--- config.mk ---
export PLATFORM = sky130hd
export DESIGN_NAME = pcrb_bank
export DESIGN_NICKNAME = d
export VERILOG_FILES = /design/src/pcrb_pkg.sv /design/src/pcrb_reg_cell.sv /design/src/pcrb_bank.sv
export SDC_FILE = /design/constraint.sdc
export NUM_CORES = 1
export LEC_CHECK = 0
export ABC_AREA = 1
export BUFFER_PORTS_ARGS = -buffer_cell sky130_fd_sc_hd__buf_2
export CAP_MARGIN = 25
export CORE_AREA = 2 2 176 178
export DETAILED_ROUTE_END_ITERATION = 8
export DIE_AREA = 0 0 178 180
export PLACE_DENSITY = 0.8
export SLEW_MARGIN = 30
export SYNTH_ARGS = -nofsm -noshare
export SYNTH_HDL_FRONTEND = slang
export SYNTH_SLANG_ARGS = --single-unit
--- constraint.sdc ---
create_clock -name clk -period 11.2 [get_ports clk]
set_input_delay 0 -clock clk [delete_from_list [all_inputs] [get_ports clk]]
set_output_delay 0 -clock clk [all_outputs]
set_load 0.005 [all_outputs]
--- src/pcrb_pkg.sv ---
// Summary of operation
// - Register space is paged by page select.
// - Page select holds eight bits, code equals page.
// - Writing one to reset bit restores defaults.
// - Software reset bit clears itself.
// - Channel enables reset to CC hex.
// - Converter configs reset to C9 and 80.
// - Output pair configs reset to 20 hex.
// - Device state one reads 80, zero reads 0.
// - Clock fault and ratio registers reset zero.
// - Signal processing config resets to 18 hex.
package pcrb_pkg;

  // ****************************************************************
  // Register indices, byte address is four times the index.
  // ****************************************************************
  localparam logic [7:0] IDX_PAGE = 8'h00;
  localparam logic [7:0] IDX_SRST = 8'h01;
  localparam logic [7:0] IDX_IRQ_STATUS = 8'h50;
  localparam logic [7:0] IDX_IRQ_CLEAR = 8'h51;
  localparam logic [7:0] IDX_IRQ_ENABLE = 8'h52;
  localparam logic [7:0] PAGE_ZERO = 8'h00;
  localparam logic [7:0] PAGE_RESET = 8'h00;
  localparam int SRST_BIT = 0;
  localparam int IDX_LSB = 2;
  localparam int IDX_MSB = 9;
  localparam logic [1:0] RESP_OKAY = 2'h0;
  localparam logic [1:0] RESP_SLVERR = 2'h2;
  localparam logic [7:0] IRQ_RESET = 8'h00;

  // ****************************************************************
  // Page zero register table.
  // ****************************************************************
  localparam int NUM_REGS = 30;
  localparam int NUM_EVENTS = 8;
  localparam logic [7:0] CELL_INDEX [NUM_REGS] = '{
    8'h3C, 8'h3D, 8'h3E, 8'h3F, 8'h40, 8'h41, 8'h42, 8'h43, 8'h4F, 8'h64,
    8'h65, 8'h66, 8'h67, 8'h68, 8'h69, 8'h6A, 8'h6B, 8'h6C, 8'h6D, 8'h6E,
    8'h6F, 8'h70, 8'h71, 8'h73, 8'h76, 8'h77, 8'h78, 8'h79, 8'h7A, 8'h7E};
  localparam logic [7:0] CELL_RESET [NUM_REGS] = '{
    8'h00, 8'h00, 8'h00, 8'h00, 8'h00, 8'h00, 8'h00, 8'h50, 8'h00, 8'h20,
    8'h20, 8'h20, 8'hC9, 8'h80, 8'hC9, 8'h80, 8'h20, 8'h20, 8'h20, 8'hC9,
    8'h80, 8'hC9, 8'h80, 8'h18, 8'hCC, 8'h00, 8'h00, 8'h00, 8'h80, 8'h00};
  // Event slot of each read-only register, or -1 when software writes it.
  localparam int CELL_EVENT [NUM_REGS] = '{
    0, 1, 2, 3, 4, 5, -1, -1, -1, -1,
    -1, -1, -1, -1, -1, -1, -1, -1, -1, -1,
    -1, -1, -1, -1, -1, -1, -1, 6, 7, -1};
  localparam int SLOT_FAULT0 = 0;
  localparam int SLOT_RATIO3 = 5;
  localparam int SLOT_OUT1_0 = 9;
  localparam int SLOT_CH1A_0 = 12;
  localparam int SLOT_CH1A_1 = 13;
  localparam int SLOT_SPROC = 23;
  localparam int SLOT_CHANNEL_ENABLES = 24;
  localparam int SLOT_STATE0 = 27;
  localparam int SLOT_STATE1 = 28;

  // ****************************************************************
  // Types.
  // ****************************************************************
  typedef enum {
    KIND_NONE, KIND_PAGE, KIND_SRST, KIND_CELL,
    KIND_IRQ_STATUS, KIND_IRQ_CLEAR, KIND_IRQ_ENABLE
  } pcrb_kind_t;

  typedef struct packed {
    pcrb_kind_t kind;
    logic [4:0] slot;
  } pcrb_decode_t;

  typedef struct packed {
    logic [1:0][7:0] device_state;
    logic [3:0][7:0] ratio_detect;
    logic [1:0][7:0] clock_fault;
  } pcrb_events_t;

endpackage

--- src/pcrb_reg_cell.sv ---
module pcrb_reg_cell
  import pcrb_pkg::*;
#(
  parameter logic [7:0] RESET_VALUE = 8'h00,
  parameter bit WRITABLE = 1'b1
)
(
  input wire logic clk,
  input wire logic reset,
  input wire logic soft_reset,
  input wire logic write_en,
  input wire logic [7:0] write_data,
  input wire logic [7:0] event_in,
  output logic [7:0] value
);

  // ****************************************************************
  // One register byte, writable or sticky read-only.
  // ****************************************************************
  always_ff @(posedge clk or posedge reset)
  begin
    if (reset)
    begin
      value <= RESET_VALUE;
    end
    else if (soft_reset)
    begin
      value <= RESET_VALUE;
    end
    else if (WRITABLE)
    begin
      if (write_en)
      begin
        value <= write_data;
      end
    end
    else
    begin
      value <= value | event_in;
    end
  end

endmodule

--- src/pcrb_bank.sv ---
module pcrb_bank
  import pcrb_pkg::*;
#(
  parameter int ADDR_W = 10
)
(
  input wire logic clk,
  input wire logic reset,
  input wire logic [ADDR_W-1:0] s_axi_awaddr,
  input wire logic s_axi_awvalid,
  output logic s_axi_awready,
  input wire logic [31:0] s_axi_wdata,
  input wire logic [3:0] s_axi_wstrb,
  input wire logic s_axi_wvalid,
  output logic s_axi_wready,
  output logic [1:0] s_axi_bresp,
  output logic s_axi_bvalid,
  input wire logic s_axi_bready,
  input wire logic [ADDR_W-1:0] s_axi_araddr,
  input wire logic s_axi_arvalid,
  output logic s_axi_arready,
  output logic [31:0] s_axi_rdata,
  output logic [1:0] s_axi_rresp,
  output logic s_axi_rvalid,
  input wire logic s_axi_rready,
  input wire pcrb_events_t events,
  output logic [7:0] page_select,
  output logic [NUM_REGS-1:0][7:0] reg_values,
  output logic irq
);

  // ****************************************************************
  // Address decode.
  // ****************************************************************
  function automatic pcrb_decode_t decode_index(
    input logic [7:0] page,
    input logic [7:0] index
  );
    pcrb_decode_t d;
    d.kind = KIND_NONE;
    d.slot = 5'h00;
    if (index == IDX_PAGE)
    begin
      d.kind = KIND_PAGE;
    end
    else if (index == IDX_SRST)
    begin
      d.kind = KIND_SRST;
    end
    else if (page == PAGE_ZERO)
    begin
      case (index)
        IDX_IRQ_STATUS: d.kind = KIND_IRQ_STATUS;
        IDX_IRQ_CLEAR: d.kind = KIND_IRQ_CLEAR;
        IDX_IRQ_ENABLE: d.kind = KIND_IRQ_ENABLE;
        default: d.kind = KIND_NONE;
      endcase
      for (int i = 0; i < NUM_REGS; i++)
      begin
        if (CELL_INDEX[i] == index)
        begin
          d.kind = KIND_CELL;
          d.slot = 5'(i);
        end
      end
    end
    return d;
  endfunction

  // ****************************************************************
  // Write channels.
  // ****************************************************************
  logic aw_held;
  logic [7:0] aw_index;
  logic w_held;
  logic [7:0] w_byte;
  logic w_lane;
  logic wr_fire;
  logic wr_lane;
  pcrb_decode_t wr_dec;
  logic soft_reset;
  logic [7:0] irq_status;
  logic [7:0] irq_enable;

  assign s_axi_awready = !aw_held;
  assign s_axi_wready = !w_held;
  assign wr_fire = aw_held && w_held && !s_axi_bvalid;
  assign wr_lane = wr_fire && w_lane;
  assign wr_dec = decode_index(page_select, aw_index);

  always_ff @(posedge clk or posedge reset)
  begin
    if (reset)
    begin
      aw_held <= 1'b0;
      aw_index <= 8'h00;
    end
    else if (s_axi_awvalid && !aw_held)
    begin
      aw_held <= 1'b1;
      aw_index <= s_axi_awaddr[IDX_MSB:IDX_LSB];
    end
    else if (wr_fire)
    begin
      aw_held <= 1'b0;
    end
  end

  always_ff @(posedge clk or posedge reset)
  begin
    if (reset)
    begin
      w_held <= 1'b0;
      w_byte <= 8'h00;
      w_lane <= 1'b0;
    end
    else if (s_axi_wvalid && !w_held)
    begin
      w_held <= 1'b1;
      w_byte <= s_axi_wdata[7:0];
      w_lane <= s_axi_wstrb[0];
    end
    else if (wr_fire)
    begin
      w_held <= 1'b0;
    end
  end

  always_ff @(posedge clk or posedge reset)
  begin
    if (reset)
    begin
      s_axi_bvalid <= 1'b0;
      s_axi_bresp <= RESP_OKAY;
    end
    else if (wr_fire)
    begin
      s_axi_bvalid <= 1'b1;
      s_axi_bresp <= (wr_dec.kind == KIND_NONE) ? RESP_SLVERR : RESP_OKAY;
    end
    else if (s_axi_bready)
    begin
      s_axi_bvalid <= 1'b0;
    end
  end

  // ****************************************************************
  // Page select and software reset.
  // ****************************************************************
  // one-cycle reset pulse
  always_ff @(posedge clk or posedge reset)
  begin
    if (reset)
    begin
      soft_reset <= 1'b0;
    end
    else
    begin
      soft_reset <= wr_lane && wr_dec.kind == KIND_SRST && w_byte[SRST_BIT];
    end
  end

  always_ff @(posedge clk or posedge reset)
  begin
    if (reset)
    begin
      page_select <= PAGE_RESET;
    end
    else if (soft_reset)
    begin
      page_select <= PAGE_RESET;
    end
    else if (wr_lane && wr_dec.kind == KIND_PAGE)
    begin
      page_select <= w_byte;
    end
  end

  // ****************************************************************
  // Page zero register cells.
  // ****************************************************************
  logic [NUM_EVENTS-1:0][7:0] ro_events;
  assign ro_events = events;

  for (genvar g = 0; g < NUM_REGS; g++)
  begin : gen_cell
    localparam bit WR = (CELL_EVENT[g] < 0);
    logic [7:0] cell_event;
    if (WR)
    begin : gen_wr
      assign cell_event = 8'h00;
    end
    else
    begin : gen_ro
      assign cell_event = ro_events[CELL_EVENT[g]];
    end
    pcrb_reg_cell #(
      .RESET_VALUE(CELL_RESET[g]),
      .WRITABLE(WR)
    ) u_cell (
      .clk(clk),
      .reset(reset),
      .soft_reset(soft_reset),
      .write_en(wr_lane && wr_dec.kind == KIND_CELL && wr_dec.slot == 5'(g)),
      .write_data(w_byte),
      .event_in(cell_event),
      .value(reg_values[g])
    );
  end

  // ****************************************************************
  // Interrupt status, clear and enable.
  // ****************************************************************
  logic [7:0] ev_any;
  logic [7:0] irq_clear;

  always_comb
  begin
    for (int i = 0; i < NUM_EVENTS; i++)
    begin
      ev_any[i] = |ro_events[i];
    end
  end

  assign irq_clear = (wr_lane && wr_dec.kind == KIND_IRQ_CLEAR) ? w_byte : 8'h00;

  always_ff @(posedge clk or posedge reset)
  begin
    if (reset)
    begin
      irq_status <= IRQ_RESET;
    end
    else if (soft_reset)
    begin
      irq_status <= IRQ_RESET;
    end
    else
    begin
      irq_status <= (irq_status & ~irq_clear) | ev_any;
    end
  end

  always_ff @(posedge clk or posedge reset)
  begin
    if (reset)
    begin
      irq_enable <= IRQ_RESET;
    end
    else if (soft_reset)
    begin
      irq_enable <= IRQ_RESET;
    end
    else if (wr_lane && wr_dec.kind == KIND_IRQ_ENABLE)
    begin
      irq_enable <= w_byte;
    end
  end

  assign irq = |(irq_status & irq_enable);

  // ****************************************************************
  // Read channel.
  // ****************************************************************
  pcrb_decode_t rd_dec;
  logic ar_fire;
  logic [7:0] rd_byte;

  assign s_axi_arready = !s_axi_rvalid;
  assign ar_fire = s_axi_arvalid && !s_axi_rvalid;
  assign rd_dec = decode_index(page_select, s_axi_araddr[IDX_MSB:IDX_LSB]);

  always_comb
  begin
    case (rd_dec.kind)
      KIND_PAGE: rd_byte = page_select;
      // reset bit and upper bits read zero
      KIND_SRST: rd_byte = 8'h00;
      KIND_CELL: rd_byte = reg_values[rd_dec.slot];
      KIND_IRQ_STATUS: rd_byte = irq_status;
      KIND_IRQ_ENABLE: rd_byte = irq_enable;
      default: rd_byte = 8'h00;
    endcase
  end

  always_ff @(posedge clk or posedge reset)
  begin
    if (reset)
    begin
      s_axi_rvalid <= 1'b0;
      s_axi_rdata <= 32'h00000000;
      s_axi_rresp <= RESP_OKAY;
    end
    else if (ar_fire)
    begin
      s_axi_rvalid <= 1'b1;
      s_axi_rdata <= {24'h000000, rd_byte};
      s_axi_rresp <= (rd_dec.kind == KIND_NONE) ? RESP_SLVERR : RESP_OKAY;
    end
    else if (s_axi_rready)
    begin
      s_axi_rvalid <= 1'b0;
    end
  end

  // ****************************************************************
  // Assertions.
  // ****************************************************************
  a_srst_request: assert property (
    @(posedge clk) disable iff (reset)
    (wr_lane && wr_dec.kind == KIND_SRST && w_byte[SRST_BIT]) |=> soft_reset ##1 !soft_reset)
    else $error("Software reset request not carried out.");
  a_srst_zero: assert property (
    @(posedge clk) disable iff (reset)
    (wr_fire && wr_dec.kind == KIND_SRST && !(w_lane && w_byte[SRST_BIT])) |=> !soft_reset)
    else $error("Software reset raised without a one written.");
  a_srst_readback: assert property (
    @(posedge clk) disable iff (reset)
    (ar_fire && rd_dec.kind == KIND_SRST) |=> s_axi_rvalid && s_axi_rdata == 32'h00000000)
    else $error("Software reset register did not read zero.");
  a_page_write: assert property (
    @(posedge clk) disable iff (reset)
    (wr_lane && wr_dec.kind == KIND_PAGE) |=> page_select == $past(w_byte))
    else $error("Page select did not take the written code.");
  a_page_reach: assert property (
    @(posedge clk) disable iff (reset)
    (ar_fire && s_axi_araddr[IDX_MSB:IDX_LSB] == IDX_PAGE)
      |=> s_axi_rresp == RESP_OKAY && s_axi_rdata[7:0] == $past(page_select))
    else $error("Page select not readable on this page.");
  a_page_split: assert property (
    @(posedge clk) disable iff (reset)
    (ar_fire && page_select != PAGE_ZERO && s_axi_araddr[IDX_MSB:IDX_LSB] > IDX_SRST)
      |=> s_axi_rresp == RESP_SLVERR)
    else $error("Page zero register reached from another page.");
  a_page_default: assert property (
    @(posedge clk) disable iff (reset)
    soft_reset |=> page_select == PAGE_RESET)
    else $error("Page select not back at page zero.");
  a_chan_default: assert property (
    @(posedge clk) disable iff (reset)
    soft_reset |=> reg_values[SLOT_CHANNEL_ENABLES] == CELL_RESET[SLOT_CHANNEL_ENABLES])
    else $error("Channel enables not at default.");
  a_conv_default: assert property (
    @(posedge clk) disable iff (reset)
    soft_reset |=> reg_values[SLOT_CH1A_0] == CELL_RESET[SLOT_CH1A_0]
      && reg_values[SLOT_CH1A_1] == CELL_RESET[SLOT_CH1A_1])
    else $error("Converter configuration not at default.");
  a_out_default: assert property (
    @(posedge clk) disable iff (reset)
    soft_reset |=> reg_values[SLOT_OUT1_0] == CELL_RESET[SLOT_OUT1_0])
    else $error("Output configuration not at default.");
  a_state_default: assert property (
    @(posedge clk) disable iff (reset)
    soft_reset |=> reg_values[SLOT_STATE0] == CELL_RESET[SLOT_STATE0]
      && reg_values[SLOT_STATE1] == CELL_RESET[SLOT_STATE1])
    else $error("Device state registers not at default.");
  a_fault_default: assert property (
    @(posedge clk) disable iff (reset)
    soft_reset |=> reg_values[SLOT_FAULT0] == CELL_RESET[SLOT_FAULT0]
      && reg_values[SLOT_RATIO3] == CELL_RESET[SLOT_RATIO3])
    else $error("Clock status registers not cleared.");
  a_sproc_default: assert property (
    @(posedge clk) disable iff (reset)
    soft_reset |=> reg_values[SLOT_SPROC] == CELL_RESET[SLOT_SPROC])
    else $error("Signal processing configuration not at default.");

endmodule

==> results of run 1 <==
[layer usage]
metal | up-vias | share of wire | GRT usage
li1 | 7808 | - | -
met5 | - | 0.00027 | 0
met3 | 309 | 0.13 | 0.114
met4 | 2 | 0.076 | 0.262
met1 | 8343 | 0.36 | 0.517
met2 | 1354 | 0.44 | 0.609
[power by group]
group	internal [mW]	switching, mW	leakage (nW)
clock network	0.662	0.465	0.542
logic	0.378	1.03	6.27
registers	1.29	0.159	3.55
[registers in the layout, summed over array words and instances (netlist names)]
name                   count
s_axi_rdata                8
s_axi_bresp                1
page_select                8
s_axi_rresp                1
aw_held                    1
gen_cell.u_cell.value    240
aw_index                   8
w_lane                     1
w_held                     1
s_axi_rvalid               1
s_axi_bvalid               1
w_byte                     8
soft_reset                 1
irq_status                 8
irq_enable                 8
[per-stage QoR]
step                power, mW  worst slack [ns]  utilization  cell area [µm²]  hold WS [ns]
finish                   3.98              6.94        0.661            20000        0.0428
global route             4.11              6.82        0.661            20000        0.0903
CTS                      3.90              7.18        0.660            19900        0.0433
detailed placement       2.76              7.18        0.595            18000         0.169
global placement         2.74              7.20        0.595            18000         0.170
floorplan                2.14              3.08            -            16100        0.0964
[worst paths after layout]
kind / endpoint / slack [ns] / depth (start not counted)
worst max register to register: s_axi_rdata[3]$_DFFE_PP0P_ / 6.94 / 19
worst max-delay path: s_axi_rdata[3]$_DFFE_PP0P_ / 6.94 / 19
worst min-delay path: s_axi_rdata[5]$_DFFE_PP0P_ / 0.04 / 4
max in group asynchronous: gen_cell[5].u_cell.value[6]$_DFF_PP0_ / 9.16 / 5
min in group asynchronous: gen_cell[16].u_cell.value[4]$_DFFE_PP0P_ / 0.14 / 3
worst min register to register: s_axi_rdata[1]$_DFFE_PP0P_ / 0.48 / 2
[cells in the final DEF (no fill, tap or decap), types with 8 or more instances in the layout]
cell type / count
nand3_1: 282
inv_2: 26
buf_2: 359
o211ai_1: 18
clkbuf_16: 35
nand2_2: 8
nor3_1: 14
o21ai_1: 75
nand4_1: 17
nand3_2: 10
o21ai_0: 143
nor2_1: 231
buf_4: 19
dlygate4sd3_1: 84
nor2_2: 11
dfrtp_1: 260
inv_1: 237
dfstp_2: 35
a21oi_1: 69
clkbuf_1: 9
nand2_1: 552
nand3b_1: 16
conb_1: 26
nor4_1: 11
[repair_timing]
item                      CTS  global route
gates resized for setup     0             0
hold endpoints to repair  171             0
hold buffers               84             0
[layout make-up]
cell class | count | area (µm²) | area share
Antenna cell | 3 | 7.51 | 0.000376
Clock buffer | 50 | 992 | 0.0497
Clock inverter | 11 | 114 | 0.00571
Inverter | 265 | 1000 | 0.0502
Multi-Input combinational cell | 1528 | 7070 | 0.354
Sequential cell | 296 | 7450 | 0.373
Tap cell | 396 | 495 | 0.0248
Timing Repair Buffer | 464 | 2820 | 0.141
[tightest hold or removal path, stage by stage]
cell     delay, ns
buf_2         0.08
nand2_1       0.27
nand2_1       0.14
nand2_1       0.05
[cells in the mapped netlist (all sizes together), types with 3 or more instances]
cell,instances,area (µm²)
nand2,562,2130
nor2,247,1010
nand4,18,119
nor3,18,116
o211ai,18,135
inv,264,991
a31oi,4,25.0
nand3,294,1550
o21a,4,30.0
nor4,11,68.8
dfrtp,261,6530
or4,3,22.5
a21oi,73,388
clkbuf,37,139
buf,81,457
nand3b,18,143
dfstp,35,920
o21ai,220,1110
[cells by family after synthesis]
| kind of cell | share of synthesized area |
|---|---|
| AO/OA/AOI/OAI | 0.110 |
| multiplexers | 0.00141 |
| flip-flops | 0.466 |
| other | 0.000234 |
| buffers and inverters | 0.0994 |
| AND/OR/NAND/NOR | 0.323 |
==> flow_summary.json, run 1 <==
{
  "grt_pass1_vias": 17000,
  "p_per_area_mw_per_mm2": 199,
  "ys.flop_type": "dfrtp_1",
  "grt_overflow": 0,
  "portBuffers": 359,
  "cts.sinks": 296,
  "initial_core_util": 0.530,
  "worstPathMaxFanout": 84,
  "cap_violations": 0,
  "hold_path.class": "in2reg",
  "chipHeight_um": 180,
  "rsz0062_at_grt": "no",
  "fmax_mhz": 235,
  "finalSetupViolCount": 0,
  "synth-seq-cells": 296,
  "cp-end-kind": "flip-flop",
  "p_leak_nw": 10.4,
  "clk_path_buf_depth": 3,
  "critPathKind": "reg2reg",
  "ios": 417,
  "drive_gt1_frac": 0.210,
  "slew_headroom": 0.286,
  "startpoint_type": "flip-flop",
  "drc": 0,
  "design.die.area_mm2": 0.0320,
  "ir_drop_v": 0.000120,
  "nFillCells": 2552,
  "antenna_found_initial": 4,
  "critPathTopFamily": "simple AND/OR/NAND/NOR gates",
  "cts-root-buf": "clkbuf_16",
  "min_period_ns": 4.26,
  "worst_pin_slew_ns": 1.07,
  "fin_cells": 3013,
  "core_area_mm2": 0.0302,
  "grt_pass1_wl_mm": 98.3,
  "clkLatencyLatePin_ns": 0.53,
  "rows": 64,
  "crit_buf_inv": 3,
  "fin_skew_ns": 0.0289,
  "die_w_um": 178,
  "period_share": 0.381,
  "yosysWarnings": 0,
  "drt-total-wl_mm": 66.4,
  "cp_slowest_stage_delay_ns": 0.54,
  "track_usage": 0.407,
  "synth_area_per_cell_um2": 7.33,
  "drtIter0Drc": 2114,
  "outcome": "finished clean",
  "syn_area_mm2": 0.0160,
  "ant_nets": 0,
  "clk_pin_slew_ns": 0.06,
  "drv_slew": 0,
  "avgRoutedWirePerCell_um": 22.0,
  "critical_path_required_ns": 11.62,
  "r2r-start": "page_select[5]$_DFFE_PP0P_",
  "yosysSeqAreaShare": 0.466,
  "syn_to_final_growth_pct": 24.8,
  "crit_start": "page_select[5]$_DFFE_PP0P_",
  "gp_congestion": 1.03,
  "first_pass_iters": 7,
  "yosysUniqueCellTypes": 48,
  "syn_inst": 2182,
  "hpwlAfterDp_mm": 45.9,
  "vias_per_cell": 5.91,
  "cp_slowest_cell": "buf_4",
  "grt_start_max_net_pins": 103,
  "num_vias": 17800,
  "nets": 2716,
  "hp-start": "s_axi_arvalid",
  "htree_levels": 2,
  "synth_edf_count": 0,
  "cp_cell_sequence": "nor2_1 -> nand3_1 -> nor2_1 -> buf_4 -> nand3_2 -> a21oi_4 -> buf_4 -> nand2_4 -> buf_4 -> o21ai_0 -> nand2_1 -> nand3_1 -> nand3_1 -> nand2_1 -> nand2_1 -> nand3_1 -> nand2_1 -> nand2_1 -> nand2_1",
  "tns_ns": 0,
  "placed_cells": 2864,
  "numCtsBuffers": 34,
  "post-cts-setup-buffer-count": 0,
  "cp_common_cell": "nand2_1",
  "critPathArrivalTime_ns": 4.68,
  "finalHoldViolations": 0,
  "cts_tree": "done",
  "async_reset_ff_frac": 1.00
}
Note: power is estimated with default switching activity, not from simulation.
==> run 2, diff against run 1 <==
CORE_AREA = 2 2 184 186   (was 2 2 176 178)
DIE_AREA = 0 0 186 188   (was 0 0 178 180)
PLACE_DENSITY = 0.77   (was 0.8)
clock period = 3.6 ns   (was 11.2 ns; I/O delays follow)
==> run 2 against run 1 <==
Net effect:
- global-route usage shrank 2.4 points
- clock skew shrank 0.014 ns
- clock power grew to 3.2 times the previous value
- die area grew 9.1%
- maximum frequency grew 29%
- sequential cell count is the same
- critical endpoint unchanged
- routed wire length grew 1.2%
- combinational power grew to 3.3 times the previous value
- highest routed layer unchanged
- sequential share of layout area shrank 0.70 points
- cell area grew 1.9%
- clock-buffer cell count grew 2
- largest cell class unchanged
==> flow_summary.json, run 2 (synthesized netlist as in run 1, its figures left out) <==
{
  "cp_common_cell": "nand2_1",
  "drive_gt1_frac": 0.219,
  "core_area_mm2": 0.0331,
  "largest_register_ff_count": 240,
  "hold_path_depth": 4,
  "finalSetupViolCount": 0,
  "clkLatencyLatePin_ns": 0.52,
  "cts.sinks": 296,
  "diodes": 0,
  "reg2reg_to": "s_axi_rdata[3]$_DFFE_PP0P_",
  "slew_headroom": 0.350,
  "cap_violations": 0,
  "r2r-start": "page_select[5]$_DFFE_PP0P_",
  "crit_buf_inv": 2,
  "portBuffers": 359,
  "num_vias": 17800,
  "ant_nets": 0,
  "grt_pass1_vias": 17200,
  "r2r_slack_ns": 0.30,
  "rsz0062_at_grt": "no",
  "nets": 2745,
  "first_pass_iters": 6,
  "critical_path_required_ns": 4.01,
  "p_per_area_mw_per_mm2": 621,
  "grt_overflow": 0,
  "multi_input_area_mm2": 0.00708,
  "outcome": "finished clean",
  "cts_tree": "done",
  "reg2reg_depth": 17,
  "critPathTopFamily": "simple AND/OR/NAND/NOR gates",
  "dp_slack_ns": 0.423,
  "grt_start_max_net_pins": 106,
  "die_w_um": 186,
  "cp-end-kind": "flip-flop",
  "initial_core_util": 0.483,
  "track_usage": 0.383,
  "hp-start": "s_axi_arvalid",
  "cp_cell_sequence": "nor2_1 -> nand3_1 -> nor2_1 -> nand3_2 -> inv_2 -> nand2_1 -> buf_4 -> nand2_1 -> nand3_1 -> nand3_1 -> nand3_1 -> nand2_1 -> nand2_1 -> nand3_1 -> nand2_1 -> nand2_1 -> nand2_1",
  "clk_path_buf_depth": 3,
  "nFillCells": 2867,
  "hold_end": "s_axi_rdata[4]$_DFFE_PP0P_",
  "hold_path.class": "in2reg",
  "htree_levels": 2,
  "cts-root-buf": "clkbuf_16",
  "p_leak_nw": 10.5,
  "ir_drop_v": 0.000460,
  "setup_slack_ns": 0.302,
  "worstPathMaxFanout": 10,
  "ios": 417,
  "drc": 0,
  "design.die.area_mm2": 0.0350,
  "critPathKind": "reg2reg",
  "chipHeight_um": 188,
  "startpoint_type": "flip-flop",
  "cp_slowest_cell": "dfrtp_1",
  "min_period_ns": 3.30,
  "antenna_found_initial": 2,
  "avgRoutedWirePerCell_um": 21.7,
  "fmax_mhz": 303,
  "grt_pass1_wl_mm": 101,
  "seq_area_mm2": 0.00745,
  "tns_ns": 0,
  "vias_per_cell": 5.77,
  "rows": 67,
  "postLayoutCoreUtil": 0.614,
  "finalHoldViolations": 0,
  "post-cts-setup-buffer-count": 0,
  "layout_common_cells": "551 x nand2_1, 359 x buf_2, 282 x nand3_1",
  "top_register": "gen_cell.u_cell.value",
  "worst_pin_slew_ns": 0.973,
  "clk_pin_slew_ns": 0.06,
  "cp_slowest_stage_delay_ns": 0.42,
  "drtIter0Drc": 2061,
  "fin_skew_ns": 0.0146,
  "drv_slew": 0,
  "gp_congestion": 0.975,
  "drt-total-wl_mm": 67.2,
  "syn_to_final_growth_pct": 27.2,
  "final_common_cell": "nand2_1",
  "numCtsBuffers": 34,
  "hpwlAfterDp_mm": 48.5,
  "critPathArrivalTime_ns": 3.71,
  "period_share": 0.916
}
[run 2: metal layers]
| metal | vias up | part of all wire | global-route usage |
|---|---|---|---|
| met3 | 271 | 0.12 | 0.107 |
| met2 | 1233 | 0.44 | 0.575 |
| li1 | 7874 | - | - |
| met4 | 2 | 0.060 | 0.204 |
| met1 | 8463 | 0.38 | 0.502 |
| met5 | - | 0.00013 | 0 |
[run 2: worst max-delay path by stage]
stage	from	endpoint	slack, ns	cells past startpoint
after floorplan	reset	aw_held$_DFFE_PP0P_	-0.30	1
after global placement	aw_index[0]$_DFFE_PP0P_	gen_cell[20].u_cell.value[5]$_DFFE_PP0P_	0.45	12
after detailed placement	page_select[5]$_DFFE_PP0P_	gen_cell[25].u_cell.value[5]$_DFFE_PP0P_	0.42	16
after CTS	page_select[5]$_DFFE_PP0P_	gen_cell[8].u_cell.value[3]$_DFFE_PP0P_	0.35	13
after global routing	page_select[5]$_DFFE_PP0P_	gen_cell[9].u_cell.value[4]$_DFFE_PP0P_	0.001	16
final	page_select[5]$_DFFE_PP0P_	s_axi_rdata[3]$_DFFE_PP0P_	0.30	17
[run 2: worst register-to-register path, cell delays in order, from the launching register on]
cell     delay [ns]
dfrtp_1        0.42
nor2_1         0.12
nand3_1        0.07
nor2_1         0.29
nand3_2        0.23
inv_2          0.31
nand2_1        0.38
buf_4          0.31
nand2_1        0.07
nand3_1        0.07
nand3_1        0.16
nand3_1        0.14
nand2_1        0.13
nand2_1        0.10
nand3_1        0.20
nand2_1        0.10
nand2_1        0.07
nand2_1        0.05
[run 2: where the power goes]
part | internal (mW) | switching [mW]
Combinational | 1.29 | 3.29
Sequential | 4.00 | 0.481
Clock | 2.14 | 1.43
Total | 7.43 | 5.20
[run 2: through the flow]
step | cell area (µm²) | cells | hold WS [ns] | total power, mW
after floorplan | 16100 | 2207 | 0.0964 | 6.66
after global placement | 18400 | 2946 | 0.150 | 8.74
after detailed placement | 18400 | 2946 | 0.173 | 8.81
after CTS | 20300 | 3091 | 0.0342 | 12.4
after global routing | 20300 | 3091 | 0.0964 | 13.1
final | 20300 | 3091 | 0.0478 | 12.6
[run 2: area by class of cell]
cell class                      instances  share of cell area
Sequential cell                       296               0.366
Multi-Input combinational cell       1528               0.348
Timing Repair Buffer                  493               0.153
Clock buffer                           52              0.0492
Inverter                              265              0.0491
Tap cell                              448              0.0276
Clock inverter                          9             0.00665
[run 2: timing repair]
item / 4_1_cts / 5_1_grt
hold endpoints to repair: 113 / 0
gates resized for setup: 0 / 3
endpoints found under the setup margin: 0 / 12
hold buffers: 84 / 0
